--- src/rtl/pcs_pkg.sv ---
/*
 * Constants for the command and status registers of a PCI function's
 * configuration header: offsets, bit positions, write masks and reset values.
 * Assumes the configuration decoder of the bus interface presents byte
 * addresses within the 256-byte configuration space of this function.
 */
package pcs_pkg;

	// Byte offset of the dword holding command (low half) and status (high half).
	localparam logic [7:0] PCS_CMD_STAT_OFS = 8'h04;

	// Command register bit positions.
	localparam int PCS_CMD_IO = 0;
	localparam int PCS_CMD_MEM = 1;
	localparam int PCS_CMD_MST = 2;
	localparam int PCS_CMD_MWI = 4;
	localparam int PCS_CMD_PERR = 6;
	localparam int PCS_CMD_SERR = 8;

	// Status register bit positions.
	localparam int PCS_ST_CAP = 4;
	localparam int PCS_ST_DPD = 8;
	localparam int PCS_ST_DEVSEL = 9;
	localparam int PCS_ST_STA = 11;
	localparam int PCS_ST_RTA = 12;
	localparam int PCS_ST_RMA = 13;
	localparam int PCS_ST_SSE = 14;
	localparam int PCS_ST_DPE = 15;

	// Values after reset.
	localparam logic [15:0] PCS_CMD_RESET = 16'h0000;
	localparam logic [15:0] PCS_STAT_RESET = 16'h0000;

	// Writable command bits for the master-capable and target-only variants.
	localparam logic [15:0] PCS_CMD_WMASK_MST = 16'h0157;
	localparam logic [15:0] PCS_CMD_WMASK_TGT = 16'h0153;
	// Command bits that are never implemented.
	localparam logic [15:0] PCS_CMD_UNIMPL = 16'h02a8;

	// Write-one-to-clear status flags for each variant.
	localparam logic [15:0] PCS_STAT_W1C_MST = 16'hf900;
	localparam logic [15:0] PCS_STAT_W1C_TGT = 16'hc900;
	// Capability bits that read as zero.
	localparam logic [15:0] PCS_STAT_NOSUP = 16'h00e0;

	// Fixed device-select decode timing reported in status bits 9-10.
	localparam logic [1:0] PCS_DEVSEL_TIMING = 2'h1;

	// Cycles from a taken configuration request to its completion pulse.
	localparam int PCS_CFG_LATENCY = 1;

endpackage

--- src/rtl/pcs_cmd_status.sv ---
/*
 * Command and status registers of a PCI function, with the gating that the
 * command bits apply to target claims, master requests and the system error
 * line, and the hardware-set status flags. Assumes the bus interface decodes
 * configuration cycles into single-cycle read and write strobes on clk, and
 * reports its own events as single-cycle pulses on the same clock.
 */
module pcs_cmd_status
	import pcs_pkg::*;
#(
	parameter bit MASTER_CAPABLE = 1'b1
) (
	input wire logic clk,
	input wire logic reset_n,
	input wire logic cfg_wr,
	input wire logic cfg_rd,
	input wire logic [7:0] cfg_addr,
	input wire logic [3:0] cfg_be,
	input wire logic [31:0] cfg_wdata,
	output logic [31:0] cfg_rdata,
	output logic cfg_done,
	input wire logic io_hit,
	input wire logic mem_hit,
	input wire logic mst_req,
	input wire logic mwi_req,
	input wire logic serr_req,
	input wire logic tgt_abort_ev,
	input wire logic perr_det_ev,
	input wire logic mst_dperr_ev,
	input wire logic mst_rx_tabort_ev,
	input wire logic mst_rx_mabort_ev,
	output logic io_claim,
	output logic mem_claim,
	output logic mst_grant_ok,
	output logic mwi_ok,
	output logic perr_report_en,
	output logic serr_o,
	output logic serr_oe,
	output logic func_disabled
);

	localparam logic [15:0] CMD_WMASK = MASTER_CAPABLE ? PCS_CMD_WMASK_MST : PCS_CMD_WMASK_TGT;
	localparam logic [15:0] STAT_MASK = MASTER_CAPABLE ? PCS_STAT_W1C_MST : PCS_STAT_W1C_TGT;
	// Completion latency, held locally so the check below can use it as a plain delay.
	localparam int CFG_LAT = PCS_CFG_LATENCY;

	logic [15:0] command;
	logic [15:0] flags;
	logic [15:0] status;
	logic [15:0] stat_fixed;
	logic [15:0] stat_set;
	logic [15:0] stat_clr;
	logic hit;
	logic cmd_we;

	////////////////////////////////////////////////////////////////////////////
	// Configuration access decode

	// Only the command/status dword is mapped here; every other offset is
	// answered with zero so the bus never hangs on a reserved location.
	assign hit = cfg_addr[7:2] == PCS_CMD_STAT_OFS[7:2];
	assign cmd_we = cfg_wr && hit && (cfg_be[1:0] != 2'h0);

	pcs_cmd_reg #(
		.WMASK(CMD_WMASK)
	) u_cmd (
		.clk(clk),
		.reset_n(reset_n),
		.we(cmd_we),
		.be(cfg_be[1:0]),
		.wdata(cfg_wdata[15:0]),
		.command(command)
	);

	////////////////////////////////////////////////////////////////////////////
	// Status flags

	// Each flag is set by its own hardware event only.
	always_comb begin
		stat_set = 16'h0000;
		stat_set[PCS_ST_DPD] = mst_dperr_ev && command[PCS_CMD_PERR];
		stat_set[PCS_ST_STA] = tgt_abort_ev;
		stat_set[PCS_ST_RTA] = mst_rx_tabort_ev;
		stat_set[PCS_ST_RMA] = mst_rx_mabort_ev;
		stat_set[PCS_ST_SSE] = serr_oe;
		stat_set[PCS_ST_DPE] = perr_det_ev;
	end

	// Writes to the status half only ever clear; ones in read-only places vanish.
	always_comb begin
		stat_clr = 16'h0000;
		if (cfg_wr && hit) begin
			stat_clr[7:0] = cfg_be[2] ? cfg_wdata[23:16] : 8'h00;
			stat_clr[15:8] = cfg_be[3] ? cfg_wdata[31:24] : 8'h00;
		end
	end

	pcs_w1c_flags #(
		.MASK(STAT_MASK)
	) u_flags (
		.clk(clk),
		.reset_n(reset_n),
		.set(stat_set),
		.clr(stat_clr),
		.flags(flags)
	);

	// Capability list present; 66 MHz, user-definable features and fast back-to-back stay zero.
	always_comb begin
		stat_fixed = 16'h0000;
		stat_fixed[PCS_ST_CAP] = 1'b1;
		stat_fixed[PCS_ST_DEVSEL +: 2] = PCS_DEVSEL_TIMING;
	end

	assign status = (flags | stat_fixed) & ~PCS_STAT_NOSUP;

	////////////////////////////////////////////////////////////////////////////
	// Read data and completion

	// Reads return one cycle later; unmapped offsets return zero.
	always_ff @(posedge clk) begin
		if (!reset_n) begin
			cfg_rdata <= 32'h00000000;
		end else if (cfg_rd) begin
			cfg_rdata <= hit ? {status, command} : 32'h00000000;
		end
	end

	// Every access completes, mapped or not, so configuration stays reachable.
	always_ff @(posedge clk) begin
		if (!reset_n) begin
			cfg_done <= 1'b0;
		end else begin
			cfg_done <= cfg_rd || cfg_wr;
		end
	end

	////////////////////////////////////////////////////////////////////////////
	// Gating of target claims

	// A clear enable blocks the claim; this is what makes an all-zero command
	// disconnect the function while leaving configuration untouched.
	always_ff @(posedge clk) begin
		if (!reset_n) begin
			io_claim <= 1'b0;
			mem_claim <= 1'b0;
		end else begin
			io_claim <= io_hit && command[PCS_CMD_IO];
			mem_claim <= mem_hit && command[PCS_CMD_MEM];
		end
	end

	////////////////////////////////////////////////////////////////////////////
	// Gating of master requests

	// The target-only variant never stores bit 2, so it never grants.
	always_ff @(posedge clk) begin
		if (!reset_n) begin
			mst_grant_ok <= 1'b0;
			mwi_ok <= 1'b0;
		end else begin
			mst_grant_ok <= mst_req && command[PCS_CMD_MST];
			mwi_ok <= mwi_req && command[PCS_CMD_MST] && command[PCS_CMD_MWI];
		end
	end

	////////////////////////////////////////////////////////////////////////////
	// Parity reporting and system error line

	// The error line is open drain: it is only ever pulled low.
	always_ff @(posedge clk) begin
		if (!reset_n) begin
			perr_report_en <= 1'b0;
			serr_o <= 1'b0;
			serr_oe <= 1'b0;
		end else begin
			perr_report_en <= command[PCS_CMD_PERR];
			serr_o <= 1'b0;
			serr_oe <= serr_req && command[PCS_CMD_SERR];
		end
	end

	////////////////////////////////////////////////////////////////////////////
	// Disconnect indication

	// Lets the bus logic idle every engine at once when command is zero.
	always_ff @(posedge clk) begin
		if (!reset_n) begin
			func_disabled <= 1'b1;
		end else begin
			func_disabled <= command == 16'h0000;
		end
	end
endmodule

--- src/rtl/pcs_cmd_reg.sv ---
/*
 * Command register storage with per-byte write enables and a mask of the
 * bits that are implemented. Assumes the caller has already decoded the
 * register's address; write strobes come from logic on the same clock.
 */
module pcs_cmd_reg
	import pcs_pkg::*;
#(
	parameter logic [15:0] WMASK = PCS_CMD_WMASK_MST
) (
	input wire logic clk,
	input wire logic reset_n,
	input wire logic we,
	input wire logic [1:0] be,
	input wire logic [15:0] wdata,
	output logic [15:0] command
);

	// Masked bits take zero on a write, so unimplemented controls stay clear.
	always_ff @(posedge clk) begin
		if (!reset_n) begin
			command <= PCS_CMD_RESET;
		end else if (we) begin
			if (be[0]) begin
				command[7:0] <= wdata[7:0] & WMASK[7:0];
			end
			if (be[1]) begin
				command[15:8] <= wdata[15:8] & WMASK[15:8];
			end
		end
	end

endmodule

--- src/rtl/pcs_w1c_flags.sv ---
/*
 * Status flags that hardware sets and software clears by writing one.
 * Assumes set and clear vectors are single-cycle terms on the same clock.
 */
module pcs_w1c_flags
	import pcs_pkg::*;
#(
	parameter logic [15:0] MASK = PCS_STAT_W1C_MST
) (
	input wire logic clk,
	input wire logic reset_n,
	input wire logic [15:0] set,
	input wire logic [15:0] clr,
	output logic [15:0] flags
);

	// One flop per implemented bit; set beats clear so no event is lost.
	for (genvar i = 0; i < 16; i++) begin : g_bit
		if (MASK[i]) begin : g_impl
			always_ff @(posedge clk) begin
				if (!reset_n) begin
					flags[i] <= PCS_STAT_RESET[i];
				end else if (set[i]) begin
					flags[i] <= 1'b1;
				end else if (clr[i]) begin
					flags[i] <= 1'b0;
				end
			end
		end else begin : g_none
			assign flags[i] = 1'b0;
		end
	end

endmodule

--- config.mk ---
export PLATFORM = sky130hd
export DESIGN_NAME = pcs_cmd_status
export DESIGN_NICKNAME = d
export VERILOG_FILES = /design/src/rtl/pcs_pkg.sv /design/src/rtl/pcs_cmd_status.sv /design/src/rtl/pcs_cmd_reg.sv /design/src/rtl/pcs_w1c_flags.sv
export SDC_FILE = /design/constraint.sdc
export NUM_CORES = 1
export LEC_CHECK = 0
export BUFFER_PORTS_ARGS = -buffer_cell sky130_fd_sc_hd__buf_4
export CORE_ASPECT_RATIO = 0.6
export CORE_MARGIN = 1.5
export CORE_UTILIZATION = 40
export DETAILED_ROUTE_END_ITERATION = 12
export PLACE_DENSITY = 0.78
export RECOVER_POWER = 25
export SKIP_LAST_GASP = 1
export SLEW_MARGIN = 0
export SYNTH_ARGS = -nofsm -noshare
export SYNTH_HDL_FRONTEND = slang
export SYNTH_SLANG_ARGS = --single-unit
export TNS_END_PERCENT = 20
--- constraint.sdc ---
create_clock -name clk -period 1.73 [get_ports clk]
set_clock_uncertainty 0.2 [all_clocks]
set_input_delay 0.173 -clock clk [delete_from_list [all_inputs] [get_ports clk]]
set_output_delay 0.173 -clock clk [all_outputs]
set_load 0.01 [all_outputs]
==> impl_metrics.yaml <==
sta:
  fin_crit_ps: 1600
  period_share_pct: 92.3
  rsz0062_at_grt: "no"
  setup_violations: 0
  drv_slew: 0
  fmax_ghz: 0.626
  whs_ps: 16.8
  finalSetupTns_ps: 0
  hold_viol: 0
min_path:
  hp-class: "in2reg"
yosys:
  synth_seq_area_share_pct: 46.9
  synth_cells: 156
  yosys_warnings: 0
  syn_area_um2: 1410
  yosys_register_bits: 33
  synth.avg_cell_area_um2: 9.02
  ys_types: 24
pwr:
  combPwrFrac_pct: 11.4
  swShare_pct: 21.9
  p_int_uw: 1230
  seqPwrFrac_pct: 49.2
  leakage_uw: 0.000982
  vdd_ir_drop_max_v: 0.000393
  p_sw_uw: 345
  pwr-share-clk_pct: 39.4
  powerDensity_nw_per_um2: 757
clock_network:
  cts_root_buf: "clkbuf_8"
  clk_latency_ps: 270
  htreeDepth: 2
  cts_sinks: 33
  clockBufferDepth: 2
  cts_tree: "built"
  cts_buffers: 5
  path_clk_slew_ps: 60
critical_path:
  critical_path_class: "in2reg"
  cp-start-kind: "input port"
  crit_required_ps: 1690
  critPathMaxFanout: 6
  timing.reg2reg.setup_slack_ps: 190
  crit_arrival_ps: 1550
  cp-end-kind: "flop"
cells_and_area:
  drive_gt1_share_pct: 26.6
  num_antenna_cells: 0
  finalNonFillerCells: 278
  seq_area_um2: 661
  syn_to_final_growth_pct: 47.6
  multi_input_area_um2: 597
  fillers: 304
  final_nets: 290
global_route:
  grt_usage_pct: 17.9
  grt_pass1_vias: 1113
  antenna_found_initial: 0
  overflow: 0
  grt_pass1_wl_um: 5290
  grt_max_degree: 51
detailed_routing:
  vias_per_cell: 4.57
  wl_um: 3450
  dr_total_vias: 1270
  wl_per_cell_um: 12.4
  ant_nets: 0
  drt_iter0_drc: 60
  firstDrtPassIters: 4
  drc_errors: 0
floorplanning:
  core_um2: 3300
  die_y_um: 49.0
  die_x_um: 79.6
  start_util_pct: 42.6
  pin_count: 99
  die-area_um2: 3900
  num_rows: 16
flow_run:
  cap_violations: 0
placement:
  placed_cells: 245
  dp.final_hpwl_um: 2180
  io_buffers: 56
  gp_congestion: 0.699
status:
  status: "finished, final reports clean"
layout make-up:
class | count | area share, %
clock buffers | 7 | 4.64
clock inverters | 1 | 0.241
inverters | 6 | 1.08
multi-input cells | 105 | 28.7
flip-flops and latches | 33 | 31.8
well taps | 45 | 2.71
repair buffers | 81 | 30.8
worst max-delay path, stage by stage:
cell,delay [ps]
buf_4,120
nor4_4,280
and4_4,310
a31oi_1,100
dlygate4sd3_1,570
path summary, 6_finish.rpt:
path | to | start | depth (start not counted)
max | u_flags.flags[12]$_SDFFE_PN0P_ | cfg_addr[4] | 5
min | u_cmd.command[8]$_SDFFE_PN0P_ | cfg_be[1] | 3
max reg2reg | u_flags.flags[8]$_SDFFE_PN0P_ | u_cmd.command[6]$_SDFFE_PN0P_ | 4
min reg2reg | mwi_ok$_SDFF_PN0_ | u_cmd.command[4]$_SDFFE_PN0P_ | 2
per-stage QoR:
stage	worst slack (ps)	cell area (um2)	power (uW)	util, %
detailed placement	197	1760	925	53.1
CTS	16.1	2090	1580	63.2
global placement	232	1760	923	53.1
global route	91.2	2080	1630	62.9
finish	133	2080	1570	62.9
floorplan	470	1480	883	-
layer usage:
| layer | wire (um) | GRT usage, % | vias to the layer above |
|---|---|---|---|
| met1 | 1600 | 23.6 | 575 |
| li1 | - | - | 646 |
| met5 | 0 | 0 | - |
| met2 | 1550 | 28.0 | 49 |
| met4 | 0 | 2.63 | 0 |
| met3 | 293 | 7.29 | 0 |
power by group through the flow:
stage          sequential (uW)  clock (uW)  combinational, uW
4_1_cts                    773         634                174
3_3_place_gp               790           0                133
6_report                   773         620                179
5_1_grt                    774         663                194
2_1_floorplan              790           0               93.3
3_5_place_dp               790           0                134
cell usage in the layout, fill, tap and decap left out, drive strengths merged, types with 2 or more instances in the layout:
cell type / n
nand4: 2
o21ai: 18
dlygate4sd3: 23
inv: 6
nand3: 12
clkbuf: 19
and3: 4
conb: 19
mux2i: 6
a31oi: 6
buf: 46
nand3b: 13
nand2: 17
dfxtp: 33
flip-flops by register name (all words and copies together) (netlist names):
register,flops
cfg_done,1
cfg_rdata,13
func_disabled,1
io_claim,1
mem_claim,1
mst_grant_ok,1
mwi_ok,1
perr_report_en,1
serr_oe,1
u_cmd.command,6
u_flags.flags,6
cell families after synthesis:
group	share of synthesized area [%]
simple gates	22.3
flops	46.9
other cells	0.266
buf+inv	15.6
compound gates	10.7
mux	4.27
cell usage after synthesis, drive strengths merged:
cell | instances | area, um2
and4 | 1 | 10.0
conb | 1 | 3.75
nand2 | 17 | 63.8
or4 | 1 | 7.51
nor2b | 1 | 6.26
nand4 | 2 | 18.8
nor2 | 1 | 3.75
dfxtp | 33 | 661
mux2i | 6 | 60.1
o21ai | 18 | 90.1
o31ai | 1 | 7.51
o21a | 1 | 7.51
a21o | 1 | 7.51
inv | 6 | 22.5
a31oi | 6 | 37.5
and3 | 4 | 25.0
nand3b | 13 | 97.6
clkbuf | 8 | 30.0
nand3 | 12 | 60.1
nor4 | 1 | 21.3
buf | 22 | 166
repair_timing:
action                                  in CTS  in global routing
endpoints found under the hold margin       18                  0
endpoints found under the setup margin       0                  4
resized for setup                            0                  1
buffers inserted                             0                  2
hold buffers                                23                  0
No activity file was read; power rests on OpenSTA's default activity.
